## config.mk

```make
export PLATFORM = sky130hd
export DESIGN_NAME = dual_uart_pin_control
export DESIGN_NICKNAME = d
export VERILOG_FILES = /design/src/design/uart_pin_ctrl_pkg.sv /design/src/design/dual_uart_pin_control.sv
export SDC_FILE = /design/constraint.sdc
export NUM_CORES = 1
export LEC_CHECK = 0
export BUFFER_PORTS_ARGS = -buffer_cell sky130_fd_sc_hd__buf_4
export CAP_MARGIN = 25
export CELL_PAD_IN_SITES_DETAIL_PLACEMENT = 0
export CELL_PAD_IN_SITES_GLOBAL_PLACEMENT = 1
export CORE_ASPECT_RATIO = 1.4
export CORE_UTILIZATION = 41
export CTS_BUF_LIST = sky130_fd_sc_hd__clkbuf_16
export DETAILED_ROUTE_END_ITERATION = 8
export GPL_TIMING_DRIVEN = 0
export PLACE_DENSITY_LB_ADDON = 0.1
export SLEW_MARGIN = 20
export SYNTH_ARGS = -nofsm -noshare
export SYNTH_HDL_FRONTEND = slang
export SYNTH_SLANG_ARGS = --single-unit
export TNS_END_PERCENT = 20
```

## constraint.sdc

```tcl
create_clock -name i_mclk -period 1.36 [get_ports i_mclk]
set_input_delay 0.136 -clock i_mclk [delete_from_list [all_inputs] [get_ports i_mclk]]
set_output_delay 0.136 -clock i_mclk [all_outputs]
set_load 0.03 [all_outputs]
```

## src/design/uart_pin_ctrl_pkg.sv

```systemverilog
// Purpose: Shared constants and carrier types for the dual-channel pin control block.
// Assumes: One clock domain at 250 MHz.
// Notes: Modem control word is the per-channel software-visible control byte.
package uart_pin_ctrl_pkg;

  localparam int NUM_CH = 2;
  localparam int CTRL_WIDTH = 8;
  localparam int CTRL_IRQ_EN_BIT = 3;
  localparam int CTRL_SEND_BIT = 1;
  localparam int CTRL_READY_BIT = 0;
  localparam logic [7:0] CTRL_RESET = 8'h00;
  // Layout of the synchronised pin vector.
  localparam int PIN_RESET_IDX = 10;
  localparam int PIN_RX_BASE = 8;
  localparam int PIN_STAT_A_LSB = 4;
  localparam int PIN_STAT_B_LSB = 0;
  localparam logic [10:0] SYNC_PRESET = 11'h3ff;
  localparam logic [3:0] STATUS_IDLE = 4'hf;
  localparam int CLK_PERIOD_NS = 4;
  localparam int RESET_MIN_NS = 40;
  localparam int RESET_MIN_CYC = (RESET_MIN_NS + CLK_PERIOD_NS - 1) / CLK_PERIOD_NS;
  localparam logic [3:0] RESET_CNT_MAX = 4'(RESET_MIN_CYC);
  localparam logic [3:0] RESET_CNT_ZERO = 4'h0;
  localparam logic [3:0] RESET_CNT_ONE = 4'h1;

  // Modem status inputs of one channel, all active low.
  typedef struct packed {
    logic carrier_detect_n;
    logic ring_indicator_n;
    logic clear_send_n;
    logic set_ready_n;
  } modem_in_type;

  // Per-channel pin drive for the interrupt pin and its companion output.
  typedef struct packed {
    logic irq_value;
    logic irq_enable;
    logic aux_out_two_n;
  } irq_pins_type;

  typedef enum logic [1:0]
  {
    ST_HELD = 2'b00,
    ST_RUN = 2'b01
  } reset_state_type;

endpackage

```

## src/design/dual_uart_pin_control.sv

```systemverilog
// Purpose: Pin-level control of a dual serial channel: interrupt drive, aux output,
//          reset hold, modem handshake pins.
// Assumes: Host control writes and channel core signals are on i_mclk.
// Notes: Pin inputs pass a two-stage synchroniser before use.
`timescale 1ns/1ns
`default_nettype none

module dual_uart_pin_control
(
  input wire logic i_mclk,
  input wire logic i_arst_n,
  input wire logic i_reset_pin,
  input wire logic [1:0] i_ctrl_we,
  input wire logic [7:0] i_ctrl_wdata,
  input wire logic [1:0] i_irq_req,
  input wire logic [1:0] i_core_serial_out,
  input wire logic i_serial_in_a,
  input wire logic i_serial_in_b,
  input wire logic i_carrier_detect_n_a,
  input wire logic i_carrier_detect_n_b,
  input wire logic i_ring_indicator_n_a,
  input wire logic i_ring_indicator_n_b,
  input wire logic i_clear_send_n_a,
  input wire logic i_clear_send_n_b,
  input wire logic i_set_ready_n_a,
  input wire logic i_set_ready_n_b,
  output logic o_serial_out_a,
  output logic o_serial_out_b,
  output logic [1:0] o_serial_in,
  output logic o_irq_out_a,
  output logic o_irq_out_a_oe,
  output logic o_irq_out_b,
  output logic o_irq_out_b_oe,
  output logic o_aux_out_two_n_a,
  output logic o_aux_out_two_n_b,
  output logic o_request_send_n_a,
  output logic o_request_send_n_b,
  output logic o_terminal_ready_n_a,
  output logic o_terminal_ready_n_b,
  output uart_pin_ctrl_pkg::modem_in_type o_modem_status_a,
  output uart_pin_ctrl_pkg::modem_in_type o_modem_status_b,
  output logic o_in_reset
);

  // ---------------------------------------------------------------
  // Input synchronisers
  // ---------------------------------------------------------------
  logic [10:0] sync1_reg;
  logic [10:0] sync2_reg;
  logic [10:0] pin_raw;

  assign pin_raw = {i_reset_pin, i_serial_in_b, i_serial_in_a,
                    i_carrier_detect_n_a, i_ring_indicator_n_a, i_clear_send_n_a,
                    i_set_ready_n_a,
                    i_carrier_detect_n_b, i_ring_indicator_n_b, i_clear_send_n_b,
                    i_set_ready_n_b};

  // Idle-high serial and inactive-high modem inputs preset to one.
  always_ff @(posedge i_mclk or negedge i_arst_n)
  begin
    if (!i_arst_n)
    begin
      sync1_reg <= uart_pin_ctrl_pkg::SYNC_PRESET;
      sync2_reg <= uart_pin_ctrl_pkg::SYNC_PRESET;
    end
    else
    begin
      sync1_reg <= pin_raw;
      sync2_reg <= sync1_reg;
    end
  end

  // ---------------------------------------------------------------
  // Reset pin qualification
  // ---------------------------------------------------------------
  logic [3:0] rst_cnt_reg;
  uart_pin_ctrl_pkg::reset_state_type rst_state_reg;
  logic held;

  // A high level must persist the minimum time before it counts as reset.
  always_ff @(posedge i_mclk or negedge i_arst_n)
  begin
    if (!i_arst_n)
    begin
      rst_cnt_reg <= uart_pin_ctrl_pkg::RESET_CNT_ZERO;
    end
    else if (!sync2_reg[uart_pin_ctrl_pkg::PIN_RESET_IDX])
    begin
      rst_cnt_reg <= uart_pin_ctrl_pkg::RESET_CNT_ZERO;
    end
    else if (rst_cnt_reg != uart_pin_ctrl_pkg::RESET_CNT_MAX)
    begin
      rst_cnt_reg <= rst_cnt_reg + uart_pin_ctrl_pkg::RESET_CNT_ONE;
    end
  end

  always_ff @(posedge i_mclk or negedge i_arst_n)
  begin
    if (!i_arst_n)
    begin
      rst_state_reg <= uart_pin_ctrl_pkg::ST_HELD;
    end
    else
    begin
      case (rst_state_reg)
        uart_pin_ctrl_pkg::ST_HELD:
        begin
          if (!sync2_reg[uart_pin_ctrl_pkg::PIN_RESET_IDX])
          begin
            rst_state_reg <= uart_pin_ctrl_pkg::ST_RUN;
          end
        end
        uart_pin_ctrl_pkg::ST_RUN:
        begin
          if (sync2_reg[uart_pin_ctrl_pkg::PIN_RESET_IDX] &&
              rst_cnt_reg == uart_pin_ctrl_pkg::RESET_CNT_MAX)
          begin
            rst_state_reg <= uart_pin_ctrl_pkg::ST_HELD;
          end
        end
        default:
        begin
          rst_state_reg <= uart_pin_ctrl_pkg::ST_HELD;
        end
      endcase
    end
  end

  assign held = (rst_state_reg == uart_pin_ctrl_pkg::ST_HELD);

  // ---------------------------------------------------------------
  // Per-channel control and pins
  // ---------------------------------------------------------------
  logic [7:0] modem_control_reg [uart_pin_ctrl_pkg::NUM_CH];
  logic [1:0] serial_out_reg;
  logic [1:0] serial_in_reg;
  uart_pin_ctrl_pkg::irq_pins_type pins_reg [2];
  logic [1:0] rts_n_reg;
  logic [1:0] dtr_n_reg;

  for (genvar ch = 0; ch < uart_pin_ctrl_pkg::NUM_CH; ch++)
  begin : g_ch
    // Each channel owns its control byte and its own write strobe.
    always_ff @(posedge i_mclk or negedge i_arst_n)
    begin
      if (!i_arst_n)
      begin
        modem_control_reg[ch] <= uart_pin_ctrl_pkg::CTRL_RESET;
      end
      else if (held)
      begin
        modem_control_reg[ch] <= uart_pin_ctrl_pkg::CTRL_RESET;
      end
      else if (i_ctrl_we[ch])
      begin
        modem_control_reg[ch] <= i_ctrl_wdata;
      end
    end

    logic irq_en;

    assign irq_en = modem_control_reg[ch][uart_pin_ctrl_pkg::CTRL_IRQ_EN_BIT];

    // Interrupt enable and aux output are two faces of control bit 3.
    always_ff @(posedge i_mclk or negedge i_arst_n)
    begin
      if (!i_arst_n)
      begin
        pins_reg[ch] <= '{irq_value: 1'b0, irq_enable: 1'b0, aux_out_two_n: 1'b1};
      end
      else if (held)
      begin
        pins_reg[ch] <= '{irq_value: 1'b0, irq_enable: 1'b0, aux_out_two_n: 1'b1};
      end
      else
      begin
        pins_reg[ch].irq_value <= i_irq_req[ch];
        pins_reg[ch].irq_enable <= irq_en;
        pins_reg[ch].aux_out_two_n <= ~irq_en;
      end
    end

    // Serial out forced high and receive data masked to idle while held.
    always_ff @(posedge i_mclk or negedge i_arst_n)
    begin
      if (!i_arst_n)
      begin
        serial_out_reg[ch] <= 1'b1;
        serial_in_reg[ch] <= 1'b1;
      end
      else
      begin
        serial_out_reg[ch] <= held ? 1'b1 : i_core_serial_out[ch];
        serial_in_reg[ch] <= held ? 1'b1
                                  : sync2_reg[uart_pin_ctrl_pkg::PIN_RX_BASE + ch];
      end
    end

    // Handshake pins are active low copies of software control bits.
    always_ff @(posedge i_mclk or negedge i_arst_n)
    begin
      if (!i_arst_n)
      begin
        rts_n_reg[ch] <= 1'b1;
        dtr_n_reg[ch] <= 1'b1;
      end
      else if (held)
      begin
        rts_n_reg[ch] <= 1'b1;
        dtr_n_reg[ch] <= 1'b1;
      end
      else
      begin
        rts_n_reg[ch] <= ~modem_control_reg[ch][uart_pin_ctrl_pkg::CTRL_SEND_BIT];
        dtr_n_reg[ch] <= ~modem_control_reg[ch][uart_pin_ctrl_pkg::CTRL_READY_BIT];
      end
    end
  end

  // ---------------------------------------------------------------
  // Modem status sensing
  // ---------------------------------------------------------------
  uart_pin_ctrl_pkg::modem_in_type stat_a_reg;
  uart_pin_ctrl_pkg::modem_in_type stat_b_reg;
  logic in_reset_reg;

  // Status is only reported; nothing in the serial path reads it.
  always_ff @(posedge i_mclk or negedge i_arst_n)
  begin
    if (!i_arst_n)
    begin
      stat_a_reg <= '1;
      stat_b_reg <= '1;
      in_reset_reg <= 1'b1;
    end
    else
    begin
      stat_a_reg <= held ? uart_pin_ctrl_pkg::STATUS_IDLE
                         : sync2_reg[uart_pin_ctrl_pkg::PIN_STAT_A_LSB +: 4];
      stat_b_reg <= held ? uart_pin_ctrl_pkg::STATUS_IDLE
                         : sync2_reg[uart_pin_ctrl_pkg::PIN_STAT_B_LSB +: 4];
      in_reset_reg <= held;
    end
  end

  assign o_serial_out_a = serial_out_reg[0];
  assign o_serial_out_b = serial_out_reg[1];
  assign o_serial_in = serial_in_reg;
  assign o_irq_out_a = pins_reg[0].irq_value;
  assign o_irq_out_a_oe = pins_reg[0].irq_enable;
  assign o_irq_out_b = pins_reg[1].irq_value;
  assign o_irq_out_b_oe = pins_reg[1].irq_enable;
  assign o_aux_out_two_n_a = pins_reg[0].aux_out_two_n;
  assign o_aux_out_two_n_b = pins_reg[1].aux_out_two_n;
  assign o_request_send_n_a = rts_n_reg[0];
  assign o_request_send_n_b = rts_n_reg[1];
  assign o_terminal_ready_n_a = dtr_n_reg[0];
  assign o_terminal_ready_n_b = dtr_n_reg[1];
  assign o_modem_status_a = stat_a_reg;
  assign o_modem_status_b = stat_b_reg;
  assign o_in_reset = in_reset_reg;

endmodule // dual_uart_pin_control

`default_nettype wire

```

# After elaboration in Yosys (flattened, before gate mapping)
# Index checks and enable logic that the tools add are counted.
# W data, S select, Z words.
[classes]
eq_ne = 6
bitwise = 6
addsub = 1
n_mux = 21
n_reduce_logical = 5
[ops]
columns = ["operator", "n"]
rows = [
  ["$mux W4", 8],
  ["$mux W1", 8],
  ["$mux W3", 2],
  ["$not A1 Y1", 6],
  ["$add A4 B1 Y4 const B", 1],
  ["$eq A4 B4 Y1 const B", 1],
  ["$mux W2", 2],
  ["$ne A2 B2 Y1 const B", 2],
  ["$ne A4 B4 Y1 const B", 1],
  ["$pmux W2 S2", 1],
  ["$reduce_bool A2 Y1", 2],
  ["$eq A2 B1 Y1 const B", 1],
  ["$logic_not A2 Y1", 1],
  ["$ne A2 B1 Y1 const B", 1],
  ["$reduce_and A2 Y1", 1],
  ["$logic_and A1 B1 Y1", 1],
]
[totals]
word_cells = 68
regBits = 59
output_inout_bits = 23
inputBits = 27

# Depth between registers and ports, before layout
# Gate-level depths: netlist of run 1.
[logic_depth]
word_depth = 4
depth_mapped = 5
ltp_nobuf = 5

# Least setup slack after synthesis of run 1
# No wires, ideal clock.
[synth_path]
path_type = "reg2reg"
from = "register rst_cnt_reg[0]"
to = "register rst_cnt_reg[0]"
setup_time_ns = 0.119
path_buffers = 0
required_time_ns = 1.241
period_less_slack_ns = 1.124
slack_ns = 0.236
path_stages_with_launch = 6
arrival_time_ns = 1.005
cell_sequence = "dfrtp_1 -> inv_1 -> ha_1 -> nand3b_4 -> xnor2_1 -> and2_1"
[synth_via]
elab_chain_len = 3
word_cells_on_any_way = 5
cone_classes = "add/sub: 1; eq/ne: 2; mux: 2"
[synth_rtl]
columns = ["element", "line_no", "rtl"]
rows = [
  ["start: declaration", "dual_uart_pin_control.sv:76", "logic [3:0] rst_cnt_reg;"],
  ["start signal: assignment", "dual_uart_pin_control.sv:85", "rst_cnt_reg <= uart_pin_ctrl_pkg::RESET_CNT_ZERO;"],
  ["start signal: assignment", "dual_uart_pin_control.sv:89", "rst_cnt_reg <= uart_pin_ctrl_pkg::RESET_CNT_ZERO;"],
  ["start signal: assignment", "dual_uart_pin_control.sv:93", "rst_cnt_reg <= rst_cnt_reg + uart_pin_ctrl_pkg::RESET_CNT_ONE;"],
  ["$add A4 B1 Y4", "dual_uart_pin_control.sv:93", ""],
  ["$mux W4", "dual_uart_pin_control.sv:91", "else if (rst_cnt_reg != uart_pin_ctrl_pkg::RESET_CNT_MAX)"],
  ["$mux W4", "dual_uart_pin_control.sv:87", "else if (!sync2_reg[uart_pin_ctrl_pkg::PIN_RESET_IDX])"],
]
# Several ways; a longest one is shown, not always the timed one. The select of a mux whose other input is x is not followed.
# A chain may end at the register's enable or synchronous reset.

# Worst setup path after layout of run 1
# Ends and elaborated chain as after synthesis.

==> results of run 1 <==
layout make-up:
type | count | area [sq um]
clock buffers | 6 | 150
inverters | 4 | 15.0
plain buffers | 2 | 12.5
multi-input cells | 48 | 320
clock inverters | 2 | 11.3
repair buffers | 56 | 450
fillers | 352 | 1740
flip-flops and latches | 56 | 1450
well taps | 45 | 56.3
through the flow:
| step | util (%) | setup WS (ns) |
|---|---|---|
| 5_1_grt | 58.7 | 0.103 |
| 6_report | 58.7 | 0.161 |
| 3_5_place_dp | 52.0 | 0.172 |
| 2_1_floorplan | - | 0.236 |
| 3_3_place_gp | 52.0 | 0.183 |
| 4_1_cts | 58.7 | 0.155 |
final timing paths:
path	startpoint	end	slack [ns]	depth (start not counted)
hold / removal	i_core_serial_out[1]	o_serial_out_b	0.04	2
max in group asynchronous	i_arst_n	rst_cnt_reg[2]	0.49	2
setup / recovery	rst_cnt_reg[0]	rst_cnt_reg[0]	0.16	5
setup reg to reg	rst_cnt_reg[0]	rst_cnt_reg[0]	0.16	5
min in group asynchronous	i_arst_n	o_irq_out_a_oe	0.43	2
hold reg to reg	sync1_reg[3]	sync2_reg[3]	0.36	0
cells in the final DEF (no fill, tap or decap):
cell type / instances
xnor2_1: 2
ha_1: 2
nor2_1: 6
a21oi_1: 1
dfrtp_1: 17
dfstp_2: 39
clkinv_2: 1
o21ai_0: 1
dlygate4sd3_1: 12
buf_2: 1
nand3b_1: 1
and2_1: 5
nand3b_4: 1
nand2b_1: 12
clkbuf_16: 6
nand3_1: 1
inv_4: 1
inv_1: 4
buf_4: 45
nand2_1: 8
nor2b_1: 1
mux2i_1: 7
cell families (layout without fill, tap and decap cells):
logic type	after synthesis	count (layout)	share of synthesized area (%)
buffers and inverters	6	70	1.53
multiplexers	7	7	3.90
AO/OA/AOI/OAI	2	2	0.556
XOR/XNOR	2	2	0.974
adder cells (fa/ha/maj)	2	2	1.39
AND/OR/NAND/NOR	35	35	11.0
flip-flops	56	56	80.7
routing by layer:
metal | vias to the layer above | global-route usage (%) | routed length (microns)
li1 | 469 | - | -
met1 | 508 | 16.7 | 1120
met2 | 33 | 22.0 | 1520
met3 | 4 | 3.86 | 145
met4 | 0 | 8.33 | 41
met5 | - | 0 | 0
worst register-to-register path: stages, from the launching register on:
cell and delay (ns):
dfrtp_1 0.40, inv_1 0.09, ha_1 0.22, nand3b_4 0.11, xnor2_1 0.13, and2_1 0.15
power by group through the flow:
stage / sequential [W] / combinational (W) / clock (W)
2_1_floorplan: 0.00198 / 0.0000661 / 0
3_3_place_gp: 0.00188 / 0.000321 / 0
3_5_place_dp: 0.00189 / 0.000328 / 0
4_1_cts: 0.00186 / 0.000357 / 0.00138
5_1_grt: 0.00187 / 0.000381 / 0.00144
6_report: 0.00186 / 0.000351 / 0.00134
what timing repair did:
action	in CTS	in global routing
hold buffers	12	0
hold endpoints to repair	28	0
setup endpoints to repair	0	0
==> reports/qor.csv, run 1 <==
metric,value,unit
Final Cycle Share,88.1,%
overall power,0.00355,W
critical path class,flip-flop to flip-flop,
Worst-path clk slew,0.07,ns
Yosys reg bits,56,
gr ovfl total,0,
synth warn,0,
"CP delay by family, top",flip-flops,
final instance area,0.00247,sq mm
die width,58.0,microns
core box area,0.00420,sq mm
worst-path fanout max,4,
slowest cell delay on critical path,0.40,ns
dpl hpwl,1850,microns
fmax,834,MHz
failing checks,DRC,
first-iteration detailed-routing DRC count,24,
Leak,1.19,nW
combinational share of power,9.9,%
sequential share of the synthesized area,80.7,%
post-CTS resize count,0,
vias in the first global route,1027,
"Distinct cells, synth",18,
Switch Pwr,0.000777,W
GRT Util Overall,13.9,%
antenna cells,0,
pin count of the biggest net entering global routing,57,
clock share of power,37.7,%
switching share of power,21.9,%
die area,0.00466,sq mm
area of the mapped netlist,0.00180,sq mm
Synth Instances,110,
Max clock buf depth,2,
most numerous cell in the Yosys netlist,dfstp_2,
Initial Util,42.8,%
CTS tree,done,
P_int,0.00277,W
post-synth top area cell,dfstp_2,
worst-skew pair later-pin latency,0.28,ns
Slew @ Worst Pin,0.656,ns
global-route wire length before repair,4730,microns
Synth top cells by count,"dfstp_2, dfrtp_1, nand2b_1, nand2_1, mux2i_1",
"top cells by area, synth","dfstp_2, dfrtp_1, nand2b_1",
nets,202,
initial antenna violation count,0,
WL/cell,12.9,microns
final cell count without fillers,219,
CP bufs+invs,1,
worst path cell trace,inv_1 -> ha_1 -> nand3b_4 -> xnor2_1 -> and2_1,
ys flop type,dfstp_2,
port bufs,44,
Worst VDD drop,0.907,mV
DRT Wirelength,2820,microns
CP max stage cell,dfrtp_1,
max_slew headroom,56.3,%
share of the synthesized area in the top cell type,57.0,%
drt drc,4,
ys async rst share,100,%
Worst Path Required,1.54,ns
Area after DPL,0.00218,sq mm
Site Rows,28,
hold slack,0.0367,ns
dpl cells,199,
H-tree levels,2,
vias post-DR,1014,
DR pass1 iterations,6,
Mapped Nets,139,
final slew viol count,0,
reported max-cap violation count,0,
Final setup viols,0,
Fin Clk Skew,0.00310,ns
post-route ant nets,0,
Min-Delay Path Class,primary input to flip-flop,
RSZ-0062 raised after global routing,false,
P&R area growth vs syn,37.2,%
Final min period,1.20,ns
share of layout cells above drive strength 1,54.0,%
outcome,"finished, violations left",
final setup TNS,0,ns
RD Place Congestion,0.709,
Num CTS Buffers,5,
total number of clock tree sinks,56,
setup bufs post-CTS,0,
vias per cell,4.63,
endpoint class of the critical path,flip-flop,
PD cells,1440,mW/mm^2
final hold violation count,0,
Ports,50,
startpoint types,flip-flop,
Root Driver,clkbuf_16,
Mean Syn Cell Area,16.3,sq um
WP data arrival,1.38,ns
Die Y,80.4,microns
Post-synth EDFFs,0,
sequential share of power,52.4,%
No activity file was read; power rests on OpenSTA's default activity.
==> run 2, diff against run 1 <==
BUFFER_PORTS_ARGS = unset   (was -buffer_cell sky130_fd_sc_hd__buf_4)
CORE_UTILIZATION = 45   (was 41)
DONT_BUFFER_PORTS = 1   (was unset)
==> run 2 against run 1 <==
Effect of this change: the flow finishes with violations (hold timing); largest cell class unchanged; highest routed layer unchanged; flip-flop and latch count stayed put; final cell count is 20% lower; clock power is 9.7% lower; non-clock buffer count is 41 lower; combinational power is 69% lower.
==> reports/qor.csv, run 2 (synthesis results as in run 1) <==
metric,value,unit
nets,161,
critical path launch point,rst_cnt_reg[0],
"commonest non-fill, non-tap cell in the layout",dfstp_2,
Leak,0.978,nW
Worst-path clk slew,0.07,ns
RD Place Congestion,0.664,
fmax,832,MHz
Ports,50,
final hold violation count,56,
Min-Delay Path Class,primary input to async pin,
core box area,0.00374,sq mm
worst-skew pair later-pin latency,0.28,ns
Initial Util,48.1,%
pin count of the biggest net entering global routing,57,
Die Y,76.8,microns
port bufs,0,
initial antenna violation count,0,
CP max stage cell,dfrtp_1,
die area,0.00426,sq mm
Worst VDD drop,1.27,mV
vias in the first global route,858,
most frequent cells in the layout,"dfstp_2, dfrtp_1, dlygate4sd3_1",
dpl cells,152,
RSZ-0062 raised after global routing,false,
final cell count without fillers,175,
"CP delay by family, top",flip-flops,
failing checks,hold timing,
critical path class,flip-flop to flip-flop,
global-route wire length before repair,4170,microns
post-CTS resize count,0,
Site Rows,26,
Final setup viols,0,
Slew @ Worst Pin,0.277,ns
vias post-DR,836,
Worst Path Required,1.53,ns
first-iteration detailed-routing DRC count,29,
Final Cycle Share,88.4,%
vias per cell,4.78,
R2R setup slack,0.16,ns
DR pass1 iterations,2,
dpl hpwl,1500,microns
outcome,"finished, violations left",
post-route ant nets,0,
worst r2r src,rst_cnt_reg[0],
WL/cell,13.7,microns
hold slack,-0.454,ns
gr ovfl total,0,
total number of clock tree sinks,56,
startpoint types,flip-flop,
Fin Clk Skew,0.00557,ns
drt drc,0,
cts hold-fix bufs,15,
PD cells,1530,mW/mm^2
P&R area growth vs syn,19.3,%
die width,55.4,microns
Num CTS Buffers,5,
# fillers,305,
GRT Util Overall,13.5,%
Root Driver,clkbuf_16,
antenna cells,0,
share of layout cells above drive strength 1,36.8,%
CP bufs+invs,1,
Reg-to-Reg End,rst_cnt_reg[0],
H-tree levels,2,
WP data arrival,1.37,ns
max_slew headroom,81.6,%
endpoint class of the critical path,flip-flop,
slowest cell delay on critical path,0.40,ns
worst-path fanout max,4,
worst path cell trace,inv_1 -> ha_1 -> nand3b_4 -> xnor2_1 -> and2_1,
final slew viol count,0,
setup bufs post-CTS,0,
reported max-cap violation count,0,
Final min period,1.20,ns
CTS tree,done,
final setup TNS,0,ns
FF-to-FF path depth,5,
DRT Wirelength,2400,microns
Max clock buf depth,2,
-- run 2: routing by layer --
metal	GRT usage (%)	part of all wire, %
met1	15.0	41
met2	20.8	50
met3	5.56	6.2
met4	9.00	2.7
met5	0	0
-- run 2: layout make-up --
class | count | area (sq um) | share of cell area (%)
plain buffers | 2 | 12.5 | 0.583
well taps | 42 | 52.6 | 2.45
inverters | 4 | 15.0 | 0.700
clock buffers | 5 | 125 | 5.83
clock inverters | 3 | 20.0 | 0.933
multi-input cells | 48 | 320 | 14.9
repair buffers | 15 | 150 | 7.00
flip-flops and latches | 56 | 1450 | 67.6
-- run 2: how the worst max path moves through the flow --
stage,endpoint,cells after the start
after floorplan,rst_cnt_reg[0],5
after global placement,rst_cnt_reg[0],5
after detailed placement,rst_cnt_reg[0],5
after CTS,rst_cnt_reg[0],5
after global routing,rst_cnt_reg[0],5
final,rst_cnt_reg[0],5
-- run 2: stage by stage --
step	total power (W)	area [sq um]	setup slack (ns)	utilization [%]	hold WS (ns)
2_1_floorplan	0.00204	1800	0.236	-	-0.160
5_1_grt	0.00343	2150	0.101	57.4	-0.477
6_report	0.00328	2150	0.157	57.4	-0.454
3_3_place_gp	0.00206	1850	0.190	49.5	-0.158
4_1_cts	0.00333	2150	0.147	57.4	-0.467
3_5_place_dp	0.00206	1850	0.158	49.5	-0.158
-- run 2: where the power goes --
part	leakage, nW	internal, W	switching (W)	total (W)
Combinational	0.295	0.0000713	0.0000379	0.000109
Sequential	0.612	0.00183	0.000136	0.00196
Clock	0.0712	0.000678	0.000528	0.00121
